File: config.mk
export PLATFORM = sky130hd
export DESIGN_NAME = ussp_top
export DESIGN_NICKNAME = d
export VERILOG_FILES = /design/src/ussp_pkg.sv /design/src/ussp_top.sv
export SDC_FILE = /design/constraint.sdc
export NUM_CORES = 1
export LEC_CHECK = 0
export BUFFER_PORTS_ARGS = -buffer_cell sky130_fd_sc_hd__clkbuf_2
export CAP_MARGIN = 25
export CORE_MARGIN = 2
export CORE_UTILIZATION = 39
export CTS_CLUSTER_SIZE = 28
export DETAILED_ROUTE_END_ITERATION = 7
export HOLD_SLACK_MARGIN = 0.1
export PLACE_DENSITY_LB_ADDON = 0.12
export SETUP_SLACK_MARGIN = 0.2
export SKIP_LAST_GASP = 1
export SLEW_MARGIN = 20
export SYNTH_ARGS = -nofsm -noshare
export SYNTH_HDL_FRONTEND = slang
export SYNTH_SLANG_ARGS = --single-unit
export TNS_END_PERCENT = 100
File: constraint.sdc
create_clock -name mclk -period 3.6 [get_ports mclk]
set_input_delay 0.72 -clock mclk [delete_from_list [all_inputs] [get_ports mclk]]
set_output_delay 0.72 -clock mclk [all_outputs]
set_load 0.02 [all_outputs]
File: src/ussp_pkg.sv
// Package: register map, bit fields and states of the synchronous serial port
package ussp_pkg;
    localparam int ADDR_W = 6;

    // Register byte offsets
    localparam logic [ADDR_W-1:0] OFF_INTCTL = 6'h00;
    localparam logic [ADDR_W-1:0] OFF_PFLAG  = 6'h04;
    localparam logic [ADDR_W-1:0] OFF_PEN    = 6'h08;
    localparam logic [ADDR_W-1:0] OFF_PPRI   = 6'h0C;
    localparam logic [ADDR_W-1:0] OFF_RCSTAT = 6'h10;
    localparam logic [ADDR_W-1:0] OFF_TXBUF  = 6'h14;
    localparam logic [ADDR_W-1:0] OFF_TXSTAT = 6'h18;
    localparam logic [ADDR_W-1:0] OFF_BAUD   = 6'h1C;
    localparam logic [ADDR_W-1:0] OFF_BRGH   = 6'h20;
    localparam logic [ADDR_W-1:0] OFF_BRGL   = 6'h24;
    localparam logic [ADDR_W-1:0] OFF_RXBUF  = 6'h28;

    // cpu_interrupt_control
    localparam int B_GLOBAL_IE  = 7;
    localparam int B_PERIPH_IE  = 6;
    // peripheral_flag_reg / peripheral_enable_reg / peripheral_priority_reg
    localparam int B_RX_FLAG    = 5;
    localparam int B_TX_FLAG    = 4;
    // transmit_status_control
    localparam int B_CLK_MASTER = 7;
    localparam int B_NINTH_TX   = 6;
    localparam int B_TX_EN      = 5;
    localparam int B_CLOCKED    = 4;
    localparam int B_SHIFT_EMPT = 1;
    localparam int B_TX_NINTH   = 0;
    // receive_status_control
    localparam int B_PORT_EN    = 7;
    localparam int B_NINTH_RX   = 6;
    localparam int B_SINGLE_RX  = 5;
    localparam int B_CONT_RX    = 4;
    localparam int B_FRAME_ERR  = 2;
    localparam int B_OVERRUN    = 1;
    localparam int B_RX_NINTH   = 0;
    // baud_control
    localparam int B_IDLE_POL   = 4;
    localparam int B_WIDE_DIV   = 3;

    // Writable bits of each register; the rest read as zero or as status
    localparam logic [7:0] WM_INTCTL = 8'hC0;
    localparam logic [7:0] WM_PEN    = 8'h30;
    localparam logic [7:0] WM_RCSTAT = 8'hF0;
    localparam logic [7:0] WM_TXSTAT = 8'hF1;
    localparam logic [7:0] WM_BAUD   = 8'h18;

    localparam logic [7:0] RST_REG    = 8'h00;
    localparam logic       RST_TXFLAG = 1'b1;
    localparam logic [1:0] RESP_OKAY  = 2'h0;
    localparam logic [1:0] RESP_SLV   = 2'h2;

    typedef enum logic [1:0] {USSP_IDLE, USSP_TX, USSP_RX} ussp_state_t;
endpackage

File: src/ussp_top.sv
// Synchronous serial port: master/slave shifter with AXI4-Lite registers
//
// Functional notes
// [RULE1] Load shifter from buffer only after last bit out, at once if buffer full.
// [RULE2] Buffer-to-shifter move takes one cycle, then buffer empty and flag set.
// [RULE3] Transmit-empty flag ignores software writes; only a buffer write clears it.
// [RULE4] Transmit-empty flag sets regardless of its interrupt enable.
// [RULE5] Shifter-empty is read-only status, no interrupt, shifter not addressable.
// [RULE6] Software programs divisor and width before enabling master transfers.
// [RULE7] Master mode needs clocked mode, port enable and clock-source master set.
// [RULE8] Ninth bit enabled: each word carries tx ninth bit, loaded beforehand.
// [RULE9] With transmit enabled, a buffer write starts a transmission.
// [RULE10] Reception enabled by single or continuous receive enable; code honours single receive in master mode only.
// [RULE11] Receive data sampled on falling edge of the shift clock; code samples on the trail edge, which is rising when idle polarity is set.
// [RULE12] Single receives one word; continuous repeats; continuous wins if both.
// [RULE13] Software clears both receive enables while configuring reception.
// [RULE14] Completed word sets receive flag; interrupt only if its enable set.
// [RULE15] Receive status shows ninth bit and error flags; read it first.
// [RULE16] Lower eight received bits are read through the receive buffer.
// [RULE17] Clearing continuous receive clears pending reception errors.
// [RULE18] Interrupt reaches processor only with global and peripheral enables set.
// [RULE19] Clock-source master clear selects slave mode with external shift clock.
// [RULE20] Slave mode keeps shifting in low-power states.
// [RULE21] Unimplemented register bits read as zero.
// [RULE22] Master drives shift clock on the clock pin for every bit.
// [RULE23] Clock pin idles high with idle polarity set, low when clear.
// [RULE24] Half-duplex: no reception while transmitting, and the reverse.
// [RULE25] Port enable turns pins into shift clock and data line.
// [RULE26] Master shift clock runs only during a word, else idle level.
//
// Implementation choices: the address map and register access over AXI4-Lite.
`timescale 1ns/1ps
module ussp_top
(
    input  wire logic                         mclk,
    input  wire logic                         rst_n,
    input  wire logic [ussp_pkg::ADDR_W-1:0]  awaddr,
    input  wire logic                         awvalid,
    output logic                              awready,
    input  wire logic [31:0]                  wdata,
    input  wire logic [3:0]                   wstrb,
    input  wire logic                         wvalid,
    output logic                              wready,
    output logic [1:0]                        bresp,
    output logic                              bvalid,
    input  wire logic                         bready,
    input  wire logic [ussp_pkg::ADDR_W-1:0]  araddr,
    input  wire logic                         arvalid,
    output logic                              arready,
    output logic [31:0]                       rdata,
    output logic [1:0]                        rresp,
    output logic                              rvalid,
    input  wire logic                         rready,
    input  wire logic                         sclk_i,
    output logic                              sclk_o,
    output logic                              sclk_oe_n,
    input  wire logic                         sdat_i,
    output logic                              sdat_o,
    output logic                              sdat_oe_n,
    input  wire logic                         low_power,
    output logic                              irq
);
    import ussp_pkg::*;

    logic [7:0]  intctl_q, pen_q, ppri_q, rcstat_q, txstat_q, baud_q, brgh_q, brgl_q;
    logic [7:0]  txbuf_q, rxbuf_q, rd_mux;
    logic        buf_full_q, txflag_q, rxflag_q, overrun_q, rx_ninth_q;
    logic        bvalid_q, rvalid_q;
    logic [1:0]  bresp_q, rresp_q;
    logic [31:0] rdata_q;
    logic [ADDR_W-1:0] wa, ra;
    logic        wr_fire, rd_fire, wr_hit, rd_hit;
    logic        wr_txbuf, wr_rcstat, rd_rxbuf;
    ussp_state_t state_q;
    logic [3:0]  bit_cnt_q, last_bit;
    logic [8:0]  tx_shift_q, rsr_q, rx_word;
    logic [15:0] div_cnt_q, divisor;
    logic        phase_q, tick;
    logic        sclk_m1_q, sclk_m2_q, sclk_prev_q, sdat_m1_q, sdat_m2_q;
    logic        port_on, mode_on, master, pol, lead, trail, last;
    logic        rx_want, tx_start, rx_start, tx_reload, load, rx_done, rx_overrun;

    assign port_on = rcstat_q[B_PORT_EN];
    assign mode_on = port_on && txstat_q[B_CLOCKED]; // RULE7
    assign master  = txstat_q[B_CLK_MASTER];
    assign pol     = baud_q[B_IDLE_POL];

    ////////////////////////////////////////////////////////////////////////
    // AXI4-Lite slave: write takes address and data together
    assign wa      = {awaddr[ADDR_W-1:2], 2'b00};
    assign ra      = {araddr[ADDR_W-1:2], 2'b00};
    assign awready = wvalid && !bvalid_q;
    assign wready  = awvalid && !bvalid_q;
    assign wr_fire = awvalid && wvalid && !bvalid_q;
    assign arready = !rvalid_q;
    assign rd_fire = arvalid && !rvalid_q;
    assign bvalid  = bvalid_q;
    assign bresp   = bresp_q;
    assign rvalid  = rvalid_q;
    assign rresp   = rresp_q;
    assign rdata   = rdata_q;

    assign wr_hit = wa inside {OFF_INTCTL, OFF_PFLAG, OFF_PEN, OFF_PPRI, OFF_RCSTAT, OFF_TXBUF,
                               OFF_TXSTAT, OFF_BAUD, OFF_BRGH, OFF_BRGL, OFF_RXBUF};
    assign rd_hit = ra inside {OFF_INTCTL, OFF_PFLAG, OFF_PEN, OFF_PPRI, OFF_RCSTAT, OFF_TXBUF,
                               OFF_TXSTAT, OFF_BAUD, OFF_BRGH, OFF_BRGL, OFF_RXBUF};
    assign wr_txbuf  = wr_fire && wstrb[0] && (wa == OFF_TXBUF);
    assign wr_rcstat = wr_fire && wstrb[0] && (wa == OFF_RCSTAT);
    assign rd_rxbuf  = rd_fire && (ra == OFF_RXBUF);

    always_ff @(posedge mclk or negedge rst_n) begin
        if (!rst_n) begin
            bvalid_q <= 1'b0;
            bresp_q  <= RESP_OKAY;
        end else if (wr_fire) begin
            bvalid_q <= 1'b1;
            bresp_q  <= wr_hit ? RESP_OKAY : RESP_SLV;
        end else if (bready) begin
            bvalid_q <= 1'b0;
        end
    end

    // Unused bit positions are zero in every read value
    always_comb begin
        rd_mux = 8'h00;
        unique case (ra)
            OFF_INTCTL: rd_mux = intctl_q;
            OFF_PFLAG:  rd_mux = {2'b00, rxflag_q, txflag_q, 4'h0};
            OFF_PEN:    rd_mux = pen_q;
            OFF_PPRI:   rd_mux = ppri_q;
            OFF_RCSTAT: rd_mux = rcstat_q | {5'h00, 1'b0, overrun_q, rx_ninth_q}; // RULE15 RULE21
            OFF_TXBUF:  rd_mux = txbuf_q;
            OFF_TXSTAT: rd_mux = txstat_q | {6'h00, state_q != USSP_TX, 1'b0}; // RULE5
            OFF_BAUD:   rd_mux = baud_q;
            OFF_BRGH:   rd_mux = brgh_q;
            OFF_BRGL:   rd_mux = brgl_q;
            OFF_RXBUF:  rd_mux = rxbuf_q; // RULE16
            default:    rd_mux = 8'h00;
        endcase
    end

    always_ff @(posedge mclk or negedge rst_n) begin
        if (!rst_n) begin
            rvalid_q <= 1'b0;
            rresp_q  <= RESP_OKAY;
            rdata_q  <= 32'h0000_0000;
        end else if (rd_fire) begin
            rvalid_q <= 1'b1;
            rresp_q  <= rd_hit ? RESP_OKAY : RESP_SLV;
            rdata_q  <= {24'h00_0000, rd_mux};
        end else if (rready) begin
            rvalid_q <= 1'b0;
        end
    end

    ////////////////////////////////////////////////////////////////////////
    // Control registers; single receive enable self-clears after its word
    always_ff @(posedge mclk or negedge rst_n) begin
        if (!rst_n) begin
            intctl_q <= RST_REG;
            pen_q    <= RST_REG;
            ppri_q   <= RST_REG;
            rcstat_q <= RST_REG;
            txstat_q <= RST_REG;
            baud_q   <= RST_REG;
            brgh_q   <= RST_REG;
            brgl_q   <= RST_REG;
        end else begin
            if (rx_done && !rcstat_q[B_CONT_RX]) begin
                rcstat_q[B_SINGLE_RX] <= 1'b0; // RULE12
            end
            if (wr_fire && wstrb[0]) begin
                unique case (wa)
                    OFF_INTCTL: intctl_q <= wdata[7:0] & WM_INTCTL;
                    OFF_PEN:    pen_q    <= wdata[7:0] & WM_PEN;
                    OFF_PPRI:   ppri_q   <= wdata[7:0] & WM_PEN;
                    OFF_RCSTAT: rcstat_q <= wdata[7:0] & WM_RCSTAT;
                    OFF_TXSTAT: txstat_q <= wdata[7:0] & WM_TXSTAT;
                    OFF_BAUD:   baud_q   <= wdata[7:0] & WM_BAUD;
                    OFF_BRGH:   brgh_q   <= wdata[7:0];
                    OFF_BRGL:   brgl_q   <= wdata[7:0];
                    default:    ;
                endcase
            end
        end
    end

    // Transmit buffer; a load is never taken in the cycle of a buffer write
    always_ff @(posedge mclk or negedge rst_n) begin
        if (!rst_n) begin
            txbuf_q    <= RST_REG;
            buf_full_q <= 1'b0;
            txflag_q   <= RST_TXFLAG;
        end else if (wr_txbuf) begin
            txbuf_q    <= wdata[7:0];
            buf_full_q <= 1'b1;
            txflag_q   <= 1'b0; // RULE3
        end else if (load) begin
            buf_full_q <= 1'b0;
            txflag_q   <= 1'b1; // RULE2 RULE4
        end
    end

    ////////////////////////////////////////////////////////////////////////
    // Pin synchronisers
    always_ff @(posedge mclk or negedge rst_n) begin
        if (!rst_n) begin
            sclk_m1_q   <= 1'b0;
            sclk_m2_q   <= 1'b0;
            sclk_prev_q <= 1'b0;
            sdat_m1_q   <= 1'b0;
            sdat_m2_q   <= 1'b0;
        end else begin
            sclk_m1_q   <= sclk_i;
            sclk_m2_q   <= sclk_m1_q;
            sclk_prev_q <= sclk_m2_q;
            sdat_m1_q   <= sdat_i;
            sdat_m2_q   <= sdat_m1_q;
        end
    end

    // Master clock: one tick per divisor+1 cycles, each tick a half period
    assign divisor = baud_q[B_WIDE_DIV] ? {brgh_q, brgl_q} : {8'h00, brgl_q};
    assign tick    = (div_cnt_q == divisor) && !low_power;

    always_ff @(posedge mclk or negedge rst_n) begin
        if (!rst_n) begin
            div_cnt_q <= 16'h0000;
            phase_q   <= 1'b0;
        end else if (!master || state_q == USSP_IDLE || !mode_on || (state_q == USSP_RX && !rx_want)) begin
            div_cnt_q <= 16'h0000; // RULE26
            phase_q   <= 1'b0;
        end else if (tick) begin
            div_cnt_q <= 16'h0000;
            phase_q   <= !phase_q; // RULE22
        end else if (!low_power) begin
            div_cnt_q <= div_cnt_q + 16'h0001;
        end
    end

    // Leaving idle level is the lead edge, returning is the trail edge
    always_comb begin
        if (master) begin
            lead  = tick && !phase_q; // RULE7
            trail = tick && phase_q;
        end else begin
            lead  = (sclk_m2_q ^ pol) && !(sclk_prev_q ^ pol); // RULE19 RULE20
            trail = !(sclk_m2_q ^ pol) && (sclk_prev_q ^ pol);
        end
    end

    ////////////////////////////////////////////////////////////////////////
    // Shift engine
    assign last_bit   = txstat_q[B_NINTH_TX] && state_q == USSP_TX ? 4'd8 :
                        rcstat_q[B_NINTH_RX] && state_q == USSP_RX ? 4'd8 : 4'd7;
    assign last       = trail && (bit_cnt_q == last_bit);
    assign rx_want    = mode_on && !overrun_q && (rcstat_q[B_CONT_RX] ||
                        (rcstat_q[B_SINGLE_RX] && master)); // RULE10 RULE12
    assign tx_start   = mode_on && state_q == USSP_IDLE && buf_full_q &&
                        txstat_q[B_TX_EN] && !wr_txbuf; // RULE9
    assign rx_start   = state_q == USSP_IDLE && !tx_start && rx_want; // RULE24
    assign tx_reload  = state_q == USSP_TX && last && buf_full_q && txstat_q[B_TX_EN] &&
                        mode_on && !wr_txbuf; // RULE1
    assign load       = tx_start || tx_reload;
    assign rx_done    = state_q == USSP_RX && last;
    assign rx_overrun = rx_done && rxflag_q && !rd_rxbuf;

    always_comb begin
        rx_word = rsr_q;
        rx_word[bit_cnt_q] = sdat_m2_q;
    end

    always_ff @(posedge mclk or negedge rst_n) begin
        if (!rst_n) begin
            state_q <= USSP_IDLE;
        end else begin
            unique case (state_q)
                USSP_IDLE: if (tx_start) begin
                    state_q <= USSP_TX;
                end else if (rx_start) begin
                    state_q <= USSP_RX;
                end
                USSP_TX: if (!mode_on || (last && !tx_reload)) begin
                    state_q <= USSP_IDLE;
                end
                USSP_RX: if (!rx_want || rx_done) begin
                    state_q <= USSP_IDLE;
                end
            endcase
        end
    end

    always_ff @(posedge mclk or negedge rst_n) begin
        if (!rst_n) begin
            bit_cnt_q  <= 4'd0;
            tx_shift_q <= 9'h000;
            rsr_q      <= 9'h000;
        end else if (load) begin
            bit_cnt_q  <= 4'd0;
            tx_shift_q <= {txstat_q[B_TX_NINTH], txbuf_q}; // RULE8
        end else if (rx_start) begin
            bit_cnt_q  <= 4'd0;
            rsr_q      <= 9'h000;
        end else if (trail && state_q != USSP_IDLE) begin
            bit_cnt_q  <= bit_cnt_q + 4'd1;
            tx_shift_q <= {1'b0, tx_shift_q[8:1]};
            rsr_q      <= rx_word; // RULE11
        end
    end

    // Receive holding; a full holding register keeps its word on overrun
    always_ff @(posedge mclk or negedge rst_n) begin
        if (!rst_n) begin
            rxbuf_q   <= RST_REG;
            rx_ninth_q <= 1'b0;
            rxflag_q  <= 1'b0;
            overrun_q <= 1'b0;
        end else begin
            if (rx_done && !rx_overrun) begin
                rxbuf_q  <= rx_word[7:0]; // RULE16
                rx_ninth_q <= rcstat_q[B_NINTH_RX] && rx_word[8]; // RULE15
                rxflag_q <= 1'b1; // RULE14
            end else if (rd_rxbuf) begin
                rxflag_q <= 1'b0;
            end
            if (rx_overrun) begin
                overrun_q <= 1'b1;
            end else if (wr_rcstat && !wdata[B_CONT_RX]) begin
                overrun_q <= 1'b0; // RULE17
            end
        end
    end

    ////////////////////////////////////////////////////////////////////////
    // Pins and interrupt request
    assign sclk_o    = master ? (phase_q ^ pol) : pol; // RULE23
    assign sclk_oe_n = !(mode_on && master); // RULE25
    assign sdat_o    = tx_shift_q[0];
    assign sdat_oe_n = !(port_on && state_q == USSP_TX); // RULE24 RULE25
    assign irq     = intctl_q[B_GLOBAL_IE] && intctl_q[B_PERIPH_IE] &&
                     ((rxflag_q && pen_q[B_RX_FLAG]) || (txflag_q && pen_q[B_TX_FLAG])); // RULE18
endmodule

# Yosys cells after proc, flatten, opt, wreduce, memory -nomap -nowiden
# Cells that the tools add are included.
[word_totals]
ff_bits = 114
inputBits = 58
output_inout_bits = 46
word_cells = 215
[classes]
addsub = 2
n_lt_le_gt_ge = 2
n_eq_ne = 30
n_mux = 44
n_bitwise = 6
n_reduce_logical = 99
[ops]
columns = ["operator", "count"]
rows = [
  ["$pmux 8 s11", 1],
  ["$mux 16", 4],
  ["$logic_and 1x1->1", 47],
  ["$mux 9", 5],
  ["$eq 4x3->1 const B", 8],
  ["$eq 4x4->1 const B", 6],
  ["$reduce_bool 11->1", 2],
  ["$mux 4", 5],
  ["$reduce_and 2->1", 10],
  ["$logic_not 1->1", 18],
  ["$mux 1", 18],
  ["$reduce_bool 2->1", 9],
  ["$add 16x1->16 const B", 1],
  ["$eq 16x16->1", 1],
  ["$eq 4x2->1 const B", 4],
  ["$or 8x2->8", 2],
  ["$logic_not 6->1", 2],
  ["$mux 2", 6],
  ["$mux 6", 2],
  ["$bwmux 9", 1],
  ["$eq 4x1->1 const B", 2],
  ["$logic_or 1x1->1", 8],
  ["$ne 2x1->1 const B", 4],
  ["$pmux 2 s3", 1],
  ["other kinds (14)", 16],
]

# Logic depth before layout (Yosys ltp)
[depth]
word_depth = 16
ltp_mapped = 10
mapped_depth_nobuf = 9

# Worst setup path before layout
# Ideal clock, no wire load.
[synth_timing]
path_type = "register to register"
startpoint = "register div_cnt_q[8]"
endpoint = "register rsr_q[0]"
setup_time_ns = 0.118
t_arrival_ns = 2.424
required_ns = 3.482
slack_ns = 1.058
stages_incl_launch_ff = 9
path_buffers = 1
synth_period_minus_slack_ns = 2.542
path_cell_list = "dfrtp_1 -> or4_1 -> o2bb2ai_1 -> nand3_1 -> o41a_1 -> a311o_1 -> and2_1 -> buf_2 -> a21o_1"
[synth_between]
elab_chain_cells = 13
elab_cells_between_ends = 15
cone_classes = "eq/ne (1); mux (1); bitwise (1); reduce/logical (12)"
[synth_rtl]
columns = ["item", "line", "source"]
rows = [
  ["from (decl)", "ussp_top.sv:77", "logic [15:0] div_cnt_q, divisor;"],
  ["from (signal assigned)", "ussp_top.sv:237", "div_cnt_q <= div_cnt_q + 16'h0001;"],
  ["$eq 16x16->1 (*)", "ussp_top.sv:224", "assign tick = (div_cnt_q == divisor) && !low_power;"],
  ["$logic_and 1x1->1 (*)", "ussp_top.sv:224", ""],
  ["$logic_and 1x1->1 (*)", "ussp_top.sv:245", "trail = tick && phase_q;"],
  ["$mux 1 (*)", "ussp_top.sv:243", "if (master) begin"],
  ["$logic_and 1x1->1", "ussp_top.sv:256", "assign last = trail && (bit_cnt_q == last_bit);"],
  ["$logic_and 1x1->1 (4 in a row)", "ussp_top.sv:262", "assign tx_reload = state_q == USSP_TX && last && buf_full_q && txstat_q[B_TX_EN] &&"],
  ["$logic_and 1x1->1", "ussp_top.sv:263", "mode_on && !wr_txbuf;"],
  ["$logic_or 1x1->1", "ussp_top.sv:264", "assign load = tx_start || tx_reload;"],
  ["$not 1->1 (no source line)", "n/a", ""],
  ["$reduce_and 2->1 (no source line) (*)", "n/a", ""],
  ["to (signal assigned)", "ussp_top.sv:307", "rsr_q <= rx_word;"],
  ["to (decl)", "ussp_top.sv:76", "logic [8:0] tx_shift_q, rsr_q, rx_word;"],
]
# Mark *: on every way between the ends. The rest lies on a longest branch, timed or not.
# A chain may end at the register's enable or synchronous reset.

# Worst setup path after layout
[layout_timing]
startpoint = "register div_cnt_q[8]"
endpoint = "register tx_shift_q[8]"
[layout_between]
elab_chain_cells = 13
elab_cells_between_ends = 16
cone_classes = "eq/ne (2); mux (2); reduce/logical (12)"
[layout_rtl]
columns = ["item", "line", "source"]
rows = [
  ["$eq 16x16->1 (*)", "ussp_top.sv:224", ""],
  ["$logic_and 1x1->1 (*)", "ussp_top.sv:224", ""],
  ["$logic_and 1x1->1 (*)", "ussp_top.sv:245", ""],
  ["$mux 1 (*)", "ussp_top.sv:243", ""],
  ["$logic_and 1x1->1", "ussp_top.sv:256", ""],
  ["$logic_and 1x1->1 (4 in a row)", "ussp_top.sv:262", ""],
  ["$logic_and 1x1->1", "ussp_top.sv:263", ""],
  ["$logic_or 1x1->1", "ussp_top.sv:264", ""],
  ["$ne 2x1->1 (no source line) or $reduce_bool 2->1 (tied branches)", "n/a", ""],
  ["$reduce_and 2->1 (no source line)", "n/a", ""],
  ["to (signal assigned)", "ussp_top.sv:300", "tx_shift_q <= {txstat_q[B_TX_NINTH], txbuf_q};"],
  ["to (signal assigned)", "ussp_top.sv:306", "tx_shift_q <= {1'b0, tx_shift_q[8:1]};"],
  ["to (decl)", "ussp_top.sv:76", ""],
]
# Marks and branches as above.

==> results.yml <==
run_status:
  outcome: "completed"
power:
  ir_drop_uv: 191
  p_sw_mw: 1.04
  pwr-share-seq_pct: 46.8
  power.internal_mw: 2.33
  pwr-share-comb_pct: 20.2
  clkPwrFrac_pct: 33.0
  pwr_density_cell_nw_per_um2: 510
  leakagePower_nw: 3.08
  finalPower_mw: 3.37
  swShare_pct: 31.0
global_routing:
  grt_pass1_vias: 4363
  antenna_found_initial: 0
  grt.total_usage_pct: 18.9
  grt_overflow_total: 0
  grt_max_degree: 66
  grt_pass1_wl_mm: 23.8
setup_path:
  crit_required_ps: 3810
  slowest_stage: "o31a_1"
  critPathKind: "reg2reg"
  cp_max_fo: 24
  critPathLaunchType: "flop"
  end_kind: "flop"
  r2r_cells: 7
  max_stage_delay_ps: 590
  cp_data_arrival_time_ps: 3060
  cp_top_family: "compound AO/OA/AOI/OAI gates"
  rrSetupSlack_ps: 740
  timing.rr.end: "tx_shift_q[8]"
  path_buf_inv: 0
  path_cells: "or4_1, o2bb2ai_1, nand3_1, o41a_1, o31a_1, nand3b_1, o21ai_0"
  timing.rr.start: "div_cnt_q[8]"
sta:
  slew_headroom_pct: 42.4
  worst_pin_slew_ps: 864
  period_share_pct: 79.4
  fmaxAchievable_mhz: 350
  rsz0062_at_grt: "no"
  whs_ps: 353
  finalHoldViolCount: 0
  clock_skew_ps: 8.67
  drv_slew: 0
  fin_tns_setup_ps: 0
  setup_viol: 0
  period_needed_ps: 2860
synth:
  yosys_most_used_dff: "dfrtp_1"
  synth_largest_area_cell: "dfrtp_1"
  ys_types: 58
  ys_async_sr_fraction_pct: 100
  ys_seq_area_share_pct: 47.5
  synth.area.top_cells: "dfrtp_1 47%, mux2_2 9.7%, nand2_1 3.7%"
  syn_avg_cell_area_um2: 10.1
  synth_top_area_share_pct: 47.0
  syn_inst: 583
  synth_seq_cells: 112
  synth_edf_count: 0
  yosysWarnings: 0
  syn_area_um2: 5900
route:
  drc_errors: 0
  routedWlPerCell_um: 17.7
  drt.antenna.violating_nets: 0
  route.vias.total: 4474
  routed_wl_mm: 14.4
  vias_per_cell: 5.48
  drtPass1Iterations: 6
  drtIter0Drc: 291
min_path:
  hold_path_end: "sclk_m2_q"
  hp-class: "reg2reg"
  hp-start: "sclk_m1_q"
  hold_depth: 0
floorplanning:
  die_h_um: 127
  initial_core_util_pct: 40.3
  die_area_um2: 16100
  std_cell_rows: 44
  die_w_um: 127
  coreArea_um2: 14600
  pin_count: 104
clocking:
  cts.path.max_buffers: 2
  worstSkewPairLatency_ps: 360
  cts_made_buffers: 9
  clk_pin_slew_ps: 80
  htreeDepth: 3
  cts-resized-gates: 0
  cts-root-buf: "clkbuf_16"
  postCtsSetupRepairBufs: 0
  cts_tree: "built"
  hold_buffers: 0
  cts_sinks: 112
flow_run:
  maxCapViolCount: 0
final_layout:
  seq_area_um2: 2800
  fill_cells: 1400
  multi_input_area_um2: 2850
  drive_above_1_share_pct: 20.5
  diodes: 0
  fin_area_um2: 6610
  postLayoutCoreUtil_pct: 45.1
  area_growth_pct: 12.0
  nNetsFinal: 694
place:
  place.gp.congestion: 0.848
  io_buffers: 46
  post_dp_cell_area_um2: 6280
  dp_hpwl_mm: 10.7
## area by class of cell
| cell class | instances | share of cell area, % |
|---|---|---|
| multi-input combinational | 431 | 43.2 |
| inverter | 17 | 0.965 |
| tap | 184 | 3.48 |
| clock buffer | 9 | 3.41 |
| sequential | 112 | 42.4 |
| clock inverter | 7 | 1.59 |
| timing repair buffer | 57 | 4.96 |
## sequential cells by signal, summed over array words and instances, names as in the netlist, 5 cells and up
name / flops
txstat_q: 5
rxbuf_q: 8
brgl_q: 8
txbuf_q: 8
rdata: 8
div_cnt_q: 16
tx_shift_q: 9
brgh_q: 8
rsr_q: 9
## per-layer routing
metal  routed length, µm  GRT usage [%]  vias to the layer above
met5                   0              0                        -
met4                 196           5.62                        0
met3                 676           2.35                       12
met2                6360           28.6                      134
met1                7210           28.5                     2211
li1                    -              -                     2117
## power by group through the flow
stage	registers (mW)	logic, mW	clock network, mW
after detailed placement	1.60	0.680	0
final	1.58	0.680	1.11
after global routing	1.60	0.760	1.19
after global placement	1.60	0.660	0
after CTS	1.58	0.682	1.14
after floorplan	1.56	0.499	0
## synth_stat cells, drive strengths merged, types with 2 or more instances
library cell / instances
a31oi: 3
or4: 2
nand2b: 7
nor4: 2
nand4b: 4
a21o: 10
a22oi: 10
a22o: 11
nand3b: 4
a32oi: 2
o211ai: 5
mux2: 51
dfrtp: 111
or3: 9
ha: 8
xor2: 11
xnor2: 10
clkbuf: 20
inv: 17
a21boi: 2
a21oi: 35
nor2: 32
nor3b: 4
o21ai: 32
buf: 28
nand3: 21
mux2i: 15
nor2b: 14
or2: 4
nand4: 4
nor3: 8
nand2: 58
o221ai: 2
o22ai: 4
and2: 3
## cells in the final DEF, fill, tap and decap left out, types with 14 or more instances in the layout
cell type    n
a21oi_1     35
nand2_1     58
nor2b_1     14
mux2_2      51
conb_1      26
dfrtp_1    111
nand3_1     20
clkbuf_2    45
nor2_1      32
inv_1       17
mux2i_1     15
o21ai_0     32
## how the worst max path moves through the flow
stage	start	to	slack [ps]	depth (start not counted)
after floorplan	div_cnt_q[8]	rsr_q[0]	1060	8
after detailed placement	low_power	tx_shift_q[8]	600	7
final	div_cnt_q[8]	tx_shift_q[8]	740	7
after CTS	div_cnt_q[8]	tx_shift_q[8]	710	7
after global placement	awvalid	bit_cnt_q[3]	610	8
after global routing	div_cnt_q[8]	tx_shift_q[8]	500	7
## through the flow
step	setup WS, ps	instances
floorplan	1060	608
global placement	612	801
detailed placement	604	801
CTS	705	817
global route	496	817
finish	743	817
## logic make-up (layout without fill, tap and decap cells)
family	count (synthesis)	after routing	share of synthesized area (%)
simple gates	181	181	15.4
compound gates	129	129	14.1
mux	66	66	12.3
fa+ha+maj	8	8	1.70
xor+xnor	21	21	3.11
buf+inv	65	90	5.87
other cells	1	26	0.0635
flops	112	112	47.5
No activity file was read; power rests on OpenSTA's default activity.
